**config.mk**
```make
export PLATFORM = sky130hd
export DESIGN_NAME = frac_round_and_addr_mask
export DESIGN_NICKNAME = d
export VERILOG_FILES = /design/src/logic/frac_round_pkg.sv /design/src/logic/rne_round.sv /design/src/logic/addr_window.sv /design/src/logic/frac_round_and_addr_mask.sv
export SDC_FILE = /design/constraint.sdc
export NUM_CORES = 1
export LEC_CHECK = 0
export BUFFER_PORTS_ARGS = -buffer_cell sky130_fd_sc_hd__buf_2
export CAP_MARGIN = 40
export CORE_MARGIN = 2
export CORE_UTILIZATION = 55
export CTS_BUF_LIST = sky130_fd_sc_hd__clkbuf_16
export DETAILED_ROUTE_END_ITERATION = 16
export PLACE_DENSITY = 0.83
export SLEW_MARGIN = 20
export SYNTH_ARGS = -nofsm -noshare
export SYNTH_HDL_FRONTEND = slang
export SYNTH_HIERARCHICAL = 1
export SYNTH_SLANG_ARGS = --single-unit
export TNS_END_PERCENT = 100
```
**constraint.sdc**
```tcl
create_clock -name i_mclk -period 1.8 [get_ports i_mclk]
set_clock_uncertainty 0.15 [all_clocks]
set_input_delay 0.18 -clock i_mclk [delete_from_list [all_inputs] [get_ports i_mclk]]
set_output_delay 0.18 -clock i_mclk [all_outputs]
set_load 0.005 [all_outputs]
```
**src/logic/frac_round_pkg.sv**
```systemverilog
package frac_round_pkg;

  localparam int ACC_W = 48;
  localparam int PROD_W = 64;
  localparam int KEEP40_W = 40;
  localparam int DROP40_W = 24;
  localparam int DROP32_W = 8;
  localparam int DROP16_W = 24;
  localparam int KEEP32_W = 32;
  localparam int KEEP16_W = 16;
  localparam int MASK_W = 16;
  localparam int MASK_EN_BIT = 5;
  localparam logic [15:0] MASK_RST = 16'h0000;
  localparam logic [15:0] MASK_UPPER = 16'hFFFF;
  localparam logic [31:0] ADDR_STEP = 32'h0000_0004;

  typedef enum logic [1:0] {
    EA_IND = 2'b00,
    EA_POSTINC = 2'b01,
    EA_PREDEC = 2'b10,
    EA_DISP = 2'b11
  } ea_mode_e;

  typedef enum logic [1:0] {
    OP_MAC = 2'b00,
    OP_MSUB = 2'b01,
    OP_SMUL = 2'b10,
    OP_UMUL = 2'b11
  } mul_op_e;

  typedef enum logic [1:0] {
    SCL_NONE = 2'b00,
    SCL_LEFT = 2'b01,
    SCL_RIGHT = 2'b10,
    SCL_KEEP = 2'b11
  } scale_e;

  typedef struct packed {
    logic sign_mode;
    logic frac_mode;
    logic round_mode;
  } mode_s;

  typedef struct packed {
    logic [15:0] mask;
    logic prod_v;
    logic [63:0] prod;
    logic store_v;
    logic [31:0] store;
    logic ea_v;
    logic [31:0] op_addr;
    logic [31:0] an;
    logic an_we;
  } state_s;

  // 32-bit address window word: upper half all ones, lower half the 16-bit mask
  function automatic logic [31:0] window_word(input logic [15:0] m);
    return {MASK_UPPER, m};
  endfunction : window_word

endpackage : frac_round_pkg

```
**src/logic/rne_round.sv**
```systemverilog
`timescale 1ns/1ps
module rne_round #(
  parameter int IN_W = 64,
  parameter int DROP_W = 24
) (
  input wire logic [IN_W-1:0] i_val,
  output logic [IN_W-DROP_W-1:0] o_res
);
  localparam int KEEP_W = IN_W - DROP_W;
  localparam logic [DROP_W-1:0] HALF = {1'b1, {(DROP_W-1){1'b0}}};

  logic [KEEP_W-1:0] upper;
  logic [DROP_W-1:0] lower;
  logic up;

  assign upper = i_val[IN_W-1:DROP_W];
  assign lower = i_val[DROP_W-1:0];
  // below half keeps, above half bumps, tie goes to even
  assign up = (lower > HALF) || ((lower == HALF) && upper[0]);
  assign o_res = upper + KEEP_W'(up);
endmodule : rne_round

```
**src/logic/addr_window.sv**
```systemverilog
`timescale 1ns/1ps
module addr_window
  import frac_round_pkg::*;
(
  input wire ea_mode_e i_mode,
  input wire logic [31:0] i_an,
  input wire logic [15:0] i_disp,
  input wire logic i_en,
  input wire logic [15:0] i_mask,
  output logic [31:0] o_op_addr,
  output logic [31:0] o_an,
  output logic o_an_we
);
  logic [31:0] win;
  logic [31:0] inc;
  logic [31:0] dec;
  logic [31:0] dsp;

  always_comb begin
    win = i_en ? window_word(i_mask) : 32'hFFFF_FFFF; // RQ12 RQ21
    inc = i_an + ADDR_STEP;
    dec = i_an - ADDR_STEP;
    dsp = i_an + {{16{i_disp[15]}}, i_disp};
    o_an = i_an;
    o_an_we = 1'b0;
    unique case (i_mode)
      EA_IND: begin
        o_op_addr = i_an & win; // RQ14
      end
      EA_POSTINC: begin
        o_op_addr = i_an; // RQ15
        o_an = inc & win; // RQ15
        o_an_we = 1'b1;
      end
      EA_PREDEC: begin
        o_op_addr = dec & win; // RQ16
        o_an = dec & win; // RQ16
        o_an_we = 1'b1;
      end
      EA_DISP: begin
        o_op_addr = dsp & win; // RQ17
      end
    endcase
  end
endmodule : addr_window

```
**src/logic/frac_round_and_addr_mask.sv**
```systemverilog
// Summary of operation
// RQ1: frac store, sign-mode clear: low 8 accumulator bits round 32-bit fraction.
// RQ2: frac store, sign-mode set: low 24 bits round a 16-bit fraction.
// RQ3: frac 32-bit multiply-accumulate, round bit clear: keep upper 40 product bits.
// RQ4: round bit set: round 64-bit product to 40 bits, nearest even.
// RQ5: discarded part below half leaves retained part unchanged.
// RQ6: discarded part above half increments retained part.
// RQ7: exact half increments only when retained lsb is one.
// RQ8: integer multiplies treat operands as integers in any mode.
// RQ9: in fractional mode the product scale shift is ignored.
// RQ10: window register load keeps only low 16 source bits.
// RQ11: window register read gives stored 16 bits, upper half all ones.
// RQ12: masked address is ANDed with ones upper half, window lower half.
// RQ13: masking used only when extension word bit 5 is set.
// RQ14: register indirect: address register ANDed with window.
// RQ15: post-increment: address is register; register becomes (reg+4) masked.
// RQ16: pre-decrement: address and register both (reg-4) masked.
// RQ17: displacement: register plus sign-extended 16-bit offset, masked.
// RQ18: software zeroes status, moves state exactly, restores status last; bench mask_load leaves mode bits cleared.
// RQ19: sign-mode clear store rounds only with round bit set, else truncates.
// RQ20: store rounding never changes the accumulator itself.
// RQ21: mask bit clear: addresses and updates computed without the window.
`timescale 1ns/1ps
module frac_round_and_addr_mask
  import frac_round_pkg::*;
(
  input wire logic i_mclk,
  input wire logic i_rstn,
  input wire mode_s i_mode,
  input wire logic i_prod_valid,
  input wire mul_op_e i_prod_op,
  input wire logic i_prod_long,
  input wire scale_e i_prod_scale,
  input wire logic [63:0] i_prod,
  input wire logic i_store_valid,
  input wire logic [47:0] i_acc,
  input wire logic i_mask_wr,
  input wire logic [31:0] i_mask_wdata,
  input wire logic i_ea_valid,
  input wire ea_mode_e i_ea_mode,
  input wire logic [31:0] i_ea_an,
  input wire logic [15:0] i_ea_disp,
  input wire logic [15:0] i_ext_word,
  output logic o_prod_valid,
  output logic [63:0] o_prod_res,
  output logic o_store_valid,
  output logic [31:0] o_store_data,
  output logic [31:0] o_mask_rdata,
  output logic o_ea_valid,
  output logic [31:0] o_op_addr,
  output logic [31:0] o_an_upd,
  output logic o_an_we
);

  ////////////////////////////////////////////////////////////////
  // rounding units

  logic [39:0] prod_rnd;
  logic [31:0] st32_rnd;
  logic [15:0] st16_rnd;

  rne_round #(
    .IN_W(PROD_W),
    .DROP_W(DROP40_W)
  ) u_prod_rnd (
    .i_val(i_prod),
    .o_res(prod_rnd)
  );

  rne_round #(
    .IN_W(KEEP40_W),
    .DROP_W(DROP32_W)
  ) u_st32_rnd (
    .i_val(i_acc[39:0]),
    .o_res(st32_rnd)
  );

  rne_round #(
    .IN_W(KEEP40_W),
    .DROP_W(DROP16_W)
  ) u_st16_rnd (
    .i_val(i_acc[39:0]),
    .o_res(st16_rnd)
  );

  ////////////////////////////////////////////////////////////////
  // address window path

  state_s s_r;
  state_s s_nxt;
  logic mask_en;
  logic [31:0] ea_op_addr;
  logic [31:0] ea_an;
  logic ea_we;

  assign mask_en = i_ext_word[MASK_EN_BIT]; // RQ13

  addr_window u_addr (
    .i_mode(i_ea_mode),
    .i_an(i_ea_an),
    .i_disp(i_ea_disp),
    .i_en(mask_en),
    .i_mask(s_r.mask),
    .o_op_addr(ea_op_addr),
    .o_an(ea_an),
    .o_an_we(ea_we)
  );

  ////////////////////////////////////////////////////////////////
  // product path helpers

  logic mac_op;
  logic [63:0] scaled;

  assign mac_op = (i_prod_op == OP_MAC) || (i_prod_op == OP_MSUB);

  always_comb begin
    unique case (i_prod_scale)
      SCL_LEFT: begin
        scaled = {i_prod[62:0], 1'b0};
      end
      SCL_RIGHT: begin
        scaled = {i_prod[63] & ~i_mode.sign_mode, i_prod[63:1]};
      end
      default: begin
        scaled = i_prod;
      end
    endcase
  end

  ////////////////////////////////////////////////////////////////
  // next state

  always_comb begin
    s_nxt = s_r;
    s_nxt.prod_v = 1'b0;
    s_nxt.store_v = 1'b0;
    s_nxt.ea_v = 1'b0;
    s_nxt.an_we = 1'b0;
    if (i_mask_wr) begin
      s_nxt.mask = i_mask_wdata[15:0]; // RQ10
    end
    if (i_prod_valid) begin
      s_nxt.prod_v = 1'b1;
      if (!mac_op) begin
        s_nxt.prod = i_prod; // RQ8
      end else if (!i_mode.frac_mode) begin
        s_nxt.prod = scaled;
      end else if (!i_prod_long) begin
        s_nxt.prod = i_prod; // RQ9
      end else if (i_mode.round_mode) begin
        s_nxt.prod = {prod_rnd, {DROP40_W{1'b0}}}; // RQ4 RQ5 RQ6 RQ7 RQ9
      end else begin
        s_nxt.prod = {i_prod[63:24], {DROP40_W{1'b0}}}; // RQ3 RQ9
      end
    end
    if (i_store_valid) begin
      s_nxt.store_v = 1'b1;
      // accumulator input is only read, never written back
      if (!i_mode.frac_mode) begin
        s_nxt.store = i_acc[31:0]; // RQ20
      end else if (i_mode.sign_mode) begin
        s_nxt.store = {16'h0000, st16_rnd}; // RQ2
      end else if (i_mode.round_mode) begin
        s_nxt.store = st32_rnd; // RQ1 RQ19
      end else begin
        s_nxt.store = i_acc[39:8]; // RQ19
      end
    end
    if (i_ea_valid) begin
      s_nxt.ea_v = 1'b1;
      s_nxt.op_addr = ea_op_addr;
      s_nxt.an = ea_an;
      s_nxt.an_we = ea_we;
    end
  end

  always_ff @(posedge i_mclk or negedge i_rstn) begin
    if (!i_rstn) begin
      s_r <= '0;
      s_r.mask <= MASK_RST;
    end else begin
      s_r <= s_nxt;
    end
  end

  ////////////////////////////////////////////////////////////////
  // outputs

  assign o_prod_valid = s_r.prod_v;
  assign o_prod_res = s_r.prod;
  assign o_store_valid = s_r.store_v;
  assign o_store_data = s_r.store;
  assign o_mask_rdata = window_word(s_r.mask); // RQ11
  assign o_ea_valid = s_r.ea_v;
  assign o_op_addr = s_r.op_addr;
  assign o_an_upd = s_r.an;
  assign o_an_we = s_r.an_we;

  ////////////////////////////////////////////////////////////////
  // checks

  logic frac_long_mac;
  logic [23:0] low24;

  assign frac_long_mac = i_prod_valid && mac_op && i_mode.frac_mode
    && i_prod_long;
  assign low24 = i_prod[23:0];

  store16_zero_a: assert property ( // RQ2
    @(posedge i_mclk) disable iff (!i_rstn)
    i_store_valid && i_mode.frac_mode && i_mode.sign_mode
    |=> o_store_valid && (o_store_data[31:16] == 16'h0000)
  ) else $error("16-bit store upper half not zero");

  store32_trunc_a: assert property ( // RQ19
    @(posedge i_mclk) disable iff (!i_rstn)
    i_store_valid && i_mode.frac_mode && !i_mode.sign_mode
      && !i_mode.round_mode
    |=> o_store_data == $past(i_acc[39:8])
  ) else $error("unrounded 32-bit store wrong");

  store32_round_a: assert property ( // RQ1
    @(posedge i_mclk) disable iff (!i_rstn)
    i_store_valid && i_mode.frac_mode && !i_mode.sign_mode
      && i_mode.round_mode && (i_acc[7:0] > 8'h80)
    |=> o_store_data == $past(i_acc[39:8]) + 32'h0000_0001
  ) else $error("32-bit store not rounded up");

  prod_trunc_a: assert property ( // RQ3
    @(posedge i_mclk) disable iff (!i_rstn)
    frac_long_mac && !i_mode.round_mode
    |=> o_prod_res == {$past(i_prod[63:24]), 24'h00_0000}
  ) else $error("product not truncated to 40 bits");

  rne_below_a: assert property ( // RQ5
    @(posedge i_mclk) disable iff (!i_rstn)
    frac_long_mac && i_mode.round_mode && (low24 < 24'h80_0000)
    |=> o_prod_res[63:24] == $past(i_prod[63:24])
  ) else $error("below half changed retained bits");

  rne_above_a: assert property ( // RQ6
    @(posedge i_mclk) disable iff (!i_rstn)
    frac_long_mac && i_mode.round_mode && (low24 > 24'h80_0000)
    |=> o_prod_res[63:24] == $past(i_prod[63:24]) + 40'h00_0000_0001
  ) else $error("above half not rounded up");

  rne_tie_a: assert property ( // RQ7
    @(posedge i_mclk) disable iff (!i_rstn)
    frac_long_mac && i_mode.round_mode && (low24 == 24'h80_0000)
    |=> !o_prod_res[24] && (o_prod_res[23:0] == 24'h00_0000)
  ) else $error("tie not rounded to even");

  int_mul_a: assert property ( // RQ8
    @(posedge i_mclk) disable iff (!i_rstn)
    i_prod_valid && !mac_op
    |=> o_prod_valid && (o_prod_res == $past(i_prod))
  ) else $error("integer multiply altered");

  scale_ignored_a: assert property ( // RQ9
    @(posedge i_mclk) disable iff (!i_rstn)
    i_prod_valid && mac_op && i_mode.frac_mode && !i_prod_long
    |=> o_prod_res == $past(i_prod)
  ) else $error("scale applied in fractional mode");

  mask_load_a: assert property ( // RQ10
    @(posedge i_mclk) disable iff (!i_rstn)
    i_mask_wr
    |=> o_mask_rdata == {16'hFFFF, $past(i_mask_wdata[15:0])}
  ) else $error("window load or read wrong");

  mask_hold_a: assert property ( // RQ11
    @(posedge i_mclk) disable iff (!i_rstn)
    !i_mask_wr |=> $stable(o_mask_rdata) && (o_mask_rdata[31:16] == 16'hFFFF)
  ) else $error("window read changed without load");

  postinc_mask_a: assert property ( // RQ15
    @(posedge i_mclk) disable iff (!i_rstn)
    i_ea_valid && mask_en && (i_ea_mode == EA_POSTINC)
    |=> (o_op_addr == $past(i_ea_an)) && o_an_we
      && (o_an_upd == (($past(i_ea_an) + 32'h0000_0004) & $past(o_mask_rdata)))
  ) else $error("post-increment window update wrong");

  predec_mask_a: assert property ( // RQ16
    @(posedge i_mclk) disable iff (!i_rstn)
    i_ea_valid && mask_en && (i_ea_mode == EA_PREDEC)
    |=> (o_op_addr == o_an_upd)
      && (o_op_addr == (($past(i_ea_an) - 32'h0000_0004) & $past(o_mask_rdata)))
  ) else $error("pre-decrement window address wrong");

  nomask_ind_a: assert property ( // RQ21
    @(posedge i_mclk) disable iff (!i_rstn)
    i_ea_valid && !mask_en && (i_ea_mode == EA_IND)
    |=> (o_op_addr == $past(i_ea_an)) && !o_an_we
  ) else $error("window applied while disabled");

  ind_mask_a: assert property ( // RQ14
    @(posedge i_mclk) disable iff (!i_rstn)
    i_ea_valid && mask_en && (i_ea_mode == EA_IND)
    |=> o_ea_valid && !o_an_we
      && (o_op_addr == ($past(i_ea_an) & $past(o_mask_rdata)))
  ) else $error("indirect window address wrong");

  disp_mask_a: assert property ( // RQ17
    @(posedge i_mclk) disable iff (!i_rstn)
    i_ea_valid && mask_en && (i_ea_mode == EA_DISP)
    |=> !o_an_we && (o_op_addr == (($past(i_ea_an)
      + {{16{$past(i_ea_disp[15])}}, $past(i_ea_disp)}) & $past(o_mask_rdata)))
  ) else $error("displacement window address wrong");

  window_upper_a: assert property ( // RQ12
    @(posedge i_mclk) disable iff (!i_rstn)
    i_ea_valid && mask_en && (i_ea_mode == EA_IND)
    |=> (o_op_addr[31:16] == $past(i_ea_an[31:16]))
      && ((o_op_addr[15:0] & ~$past(o_mask_rdata[15:0])) == 16'h0000)
  ) else $error("window upper half not all ones");

  nomask_post_a: assert property ( // RQ21
    @(posedge i_mclk) disable iff (!i_rstn)
    i_ea_valid && !mask_en && (i_ea_mode == EA_POSTINC)
    |=> (o_op_addr == $past(i_ea_an)) && o_an_we
      && (o_an_upd == $past(i_ea_an) + 32'h0000_0004)
  ) else $error("post-increment changed while window off");

  nomask_pre_a: assert property ( // RQ13
    @(posedge i_mclk) disable iff (!i_rstn)
    i_ea_valid && !mask_en && (i_ea_mode == EA_PREDEC)
    |=> (o_op_addr == $past(i_ea_an) - 32'h0000_0004) && (o_an_upd == o_op_addr)
  ) else $error("pre-decrement masked without enable bit");

  store16_keep_a: assert property ( // RQ2
    @(posedge i_mclk) disable iff (!i_rstn)
    i_store_valid && i_mode.frac_mode && i_mode.sign_mode
      && (i_acc[23:0] < 24'h80_0000)
    |=> o_store_data == {16'h0000, $past(i_acc[39:24])}
  ) else $error("16-bit store below half changed");

  store16_bump_a: assert property ( // RQ2
    @(posedge i_mclk) disable iff (!i_rstn)
    i_store_valid && i_mode.frac_mode && i_mode.sign_mode
      && (i_acc[23:0] > 24'h80_0000)
    |=> o_store_data[15:0] == $past(i_acc[39:24]) + 16'h0001
  ) else $error("16-bit store above half not rounded up");

  store32_tie_a: assert property ( // RQ1
    @(posedge i_mclk) disable iff (!i_rstn)
    i_store_valid && i_mode.frac_mode && !i_mode.sign_mode
      && i_mode.round_mode && (i_acc[7:0] == 8'h80)
    |=> !o_store_data[0]
  ) else $error("32-bit store tie not even");

endmodule : frac_round_and_addr_mask

```
==> key figures <==
Pwr
  – Pwr Total: 0.01504 W
  – Pleak: 11.46 nW
  – Pwr dens: 597.0 mW/mm^2
  – Worst VDD drop: 0.4365 mV

Critical path
  – Crit Path Max Fanout: 3
  – Highest-delay cell along the critical path: or4_4
  – CP Data Required Time: 2000 ps
  – Reg2Reg Depth: 5
  – Setup crit start kind: input pin
  – R2R Path End: o_an_upd[15]$_DFFE_PN0P_
  – R2R setup slack: -180 ps
  – Crit path DAT: 2840 ps
  – Crit. End Element: register
  – Worst path top cell family by delay: simple AND/OR/NAND/NOR gates
  – Crit-path cells: buf_6 > or4_4 > nor4b_4 > buf_4 > nand3_4 > or4b_4 > o21ai_2 > nand2_1 > a222oi_1 > o211ai_1 > mux2_4
  – Reg-to-Reg Start: o_mask_rdata[15]$_DFFE_PN0P_
  – Worst Path Buf+Inv: 2
  – Critical path class: in -> reg
  – Max incr delay on CP: 590 ps

Synthesis
  – Synth async-reset ratio: 100.0%
  – Synth Register Bits: 180
  – Synthesis warning total: 6
  – Top FF cell, synth: dfrtp_1
  – Synth area leader: dfrtp_1
  – EDFF count, synth: 0
  – Synth top area share: 28.35%
  – Mapped Area: 0.01589 mm^2
  – Syn avg cell area: 8.074 um^2
  – Register area share after synthesis: 28.35%
  – Yosys cell types: 87
  – Post-Synthesis Cells: 1,968
  – Top cells by area, synth: dfrtp_1 28%, mux2_2 6.9%, nand2_1 5.0%

Worst hold path
  – Hold Startpoint: i_prod[57]
  – WHS Path Cells: 4
  – Hold Crit Class: in -> reg
  – Hold endpoint: o_prod_res[57]$_DFFE_PN0P_

STA
  – Min Tclk post-route: 2643 ps
  – Fmax: 378.4 MHz
  – Slew HR: 43.28%
  – TNS Setup: -41,200 ps
  – Finish-stage setup viols: 105
  – RSZ-0062 raised after global routing: yes
  – Max-slew violation count: 0
  – Final period util: 146.8%
  – Final Hold Fails: 0
  – PnR worst setup slack: -842.8 ps
  – WHS: 24.01 ps
  – Worst Max-Slew Pin Slew: 848.7 ps

Global routing
  – Residual overflow from global routing: 0
  – Number of global-route vias before repair: 19,920
  – Global-route wire length before repair: 107.5 mm
  – Gr usage total: 44.19%
  – Largest net degree at the start of global routing: 66
  – Initial antenna violation count: 8

Detailed routing
  – Via count: 21,180
  – Drt pass-1 iters: 7
  – 1st-iter DRT viols: 3,181
  – DRC Markers: 0
  – Average wire per standard cell: 23.91 um
  – Vias/cell: 6.768
  – Post-DRT Antenna Nets: 0
  – DRT Wirelength: 74.82 mm

CTS
  – CTS Buf Count: 17
  – Worst skew pair latency: 460 ps
  – H-tree levels: 4
  – Clk sink count: 180
  – CTS tree: built
  – CTS root buf: clkbuf_16
  – Clock slew at reported path FFs: 80 ps
  – Max Root-Sink Buffers: 2

Die
  – Floorplan core area: 0.02855 mm^2
  – Row count: 62
  – I/O pin cnt: 420
  – Horiz. Die Dim: 174.0 um
  – Die Y: 174.0 um
  – Die area: 0.03027 mm^2
  – Initial Utilization: 55.66%

Placed design
  – I/O Buffers: 363
  – HPWL Detailed: 45.64 mm
  – Final RePlAce weighted congestion: 1.001

Job
  – Max cap viols: 0

Layout
  – Share of cells above drive strength 1: 46.46%
  – Fillers: 1,384
  – Area grow syn2layout: 58.54%
  – Nets: 2,995
  – Final cell utilization of the core: 88.25%

Run status
  – Violated checks: negative setup slack
  – Outcome: finished with violations
through the flow:
step	std cells	area, um^2	worst slack, ps
floorplan	1983	16740	-1115
global placement	2984	21580	-1196
detailed placement	2985	21600	-1263
CTS	3098	23940	-682.9
global route	3127	25190	-931.9
finish	3129	25190	-842.8
per-layer routing:
metal	vias to the layer above	track usage (%)	routed length (um)
met3	605	9.580	8802
met5	-	0	0
met4	0	25.63	6164
met1	9866	54.71	26090
li1	8762	-	-
met2	1944	71.31	33760
state kept, by name, indices dropped and copies added (netlist names):
signal	flops
o_store_valid	1
o_prod_res	64
o_ea_valid	1
o_an_upd	32
o_an_we	1
o_store_data	32
o_op_addr	32
o_prod_valid	1
o_mask_rdata	16
kinds of logic (layout without fill, tap and decap cells):
family                     Yosys count  after routing  synth area share [%]
other                                1             23               0.02360
buffers and inverters              238            993                 6.701
DFF                                180            180                 28.35
and+or+nand+nor                    685            685                 21.95
adders and majority gates           46             46                 3.669
xor gates and xnor gates           110            110                 6.063
AOI/OAI and AO/OA                  567            567                 23.59
muxes                              141            141                 9.654
cells in the mapped netlist, drive strengths merged, types with 10 or more instances:
cell type	instances
o22ai	11
buf	69
nand2b	23
nor2	165
clkbuf	88
o221ai	79
and2	12
nor3b	11
o21ai	155
a21o	13
nor3	44
nor4	32
nor2b	13
o211ai	13
a21oi	114
mux2i	43
dfrtp	180
a22oi	87
nand4	42
xnor2	61
and3	21
ha	45
inv	81
or3	10
nand2	211
xor2	49
mux2	98
nand3	66
how the worst max path moves through the flow:
stage | start | to | slack, ps | depth (start not counted)
after floorplan | i_ea_an[11] | o_op_addr[24]$_DFFE_PN0P_ | -1110 | 9
after global placement | i_ea_an[0] | o_op_addr[24]$_DFFE_PN0P_ | -1200 | 13
after detailed placement | i_ea_an[0] | o_op_addr[24]$_DFFE_PN0P_ | -1260 | 13
after CTS | i_ea_an[9] | o_op_addr[31]$_DFFE_PN0P_ | -680 | 11
after global routing | i_ea_an[25] | o_op_addr[31]$_DFFE_PN0P_ | -930 | 10
final | i_ea_an[9] | o_op_addr[31]$_DFFE_PN0P_ | -840 | 11
final cells by class:
cell class	count	area, um^2	area share, %
Clock buffer	17	425.4	1.689
Inverter	81	304.0	1.207
Tap cell	384	480.5	1.907
Clock inverter	15	165.2	0.6556
Timing Repair Buffer	880	6669	26.47
Sequential cell	180	4504	17.88
Antenna cell	7	17.52	0.06953
Multi-Input combinational cell	1565	12630	50.12
timing repair:
| action | in CTS | in global routing |
|---|---|---|
| pin swaps | 121 | 129 |
| setup endpoints to repair | 97 | 112 |
| hold endpoints to repair | 229 | 0 |
| setup buffers | 34 | 39 |
| gates resized for setup | 225 | 238 |
| hold buffers | 50 | 0 |
cells in the final DEF, fill, tap and decap left out, types with 21 or more instances in the layout:
cell,instances
a21oi_1,92
a21oi_2,21
a22oi_1,81
buf_12,22
buf_2,311
buf_4,391
buf_6,87
dfrtp_1,180
dlygate4sd3_1,49
inv_1,78
mux2_2,47
mux2_4,51
mux2i_1,41
nand2_1,194
nand3_1,47
nand4_1,37
nor2_1,143
nor3_1,22
nor4_4,21
o21ai_0,66
o21ai_1,63
o221ai_1,68
xnor2_1,45
xor2_1,43
report_power, final:
group	switching, W	total, W	internal, W
logic	0.00325	0.00609	0.00283
clock network	0.00200	0.00398	0.00198
registers	0.000393	0.00497	0.00458
tightest hold or removal path, cell delays in order:
cell,delay (ps)
buf_2,90
buf_4,130
o221ai_1,110
o221ai_1,80
Note: power is estimated with default switching activity, not from simulation.
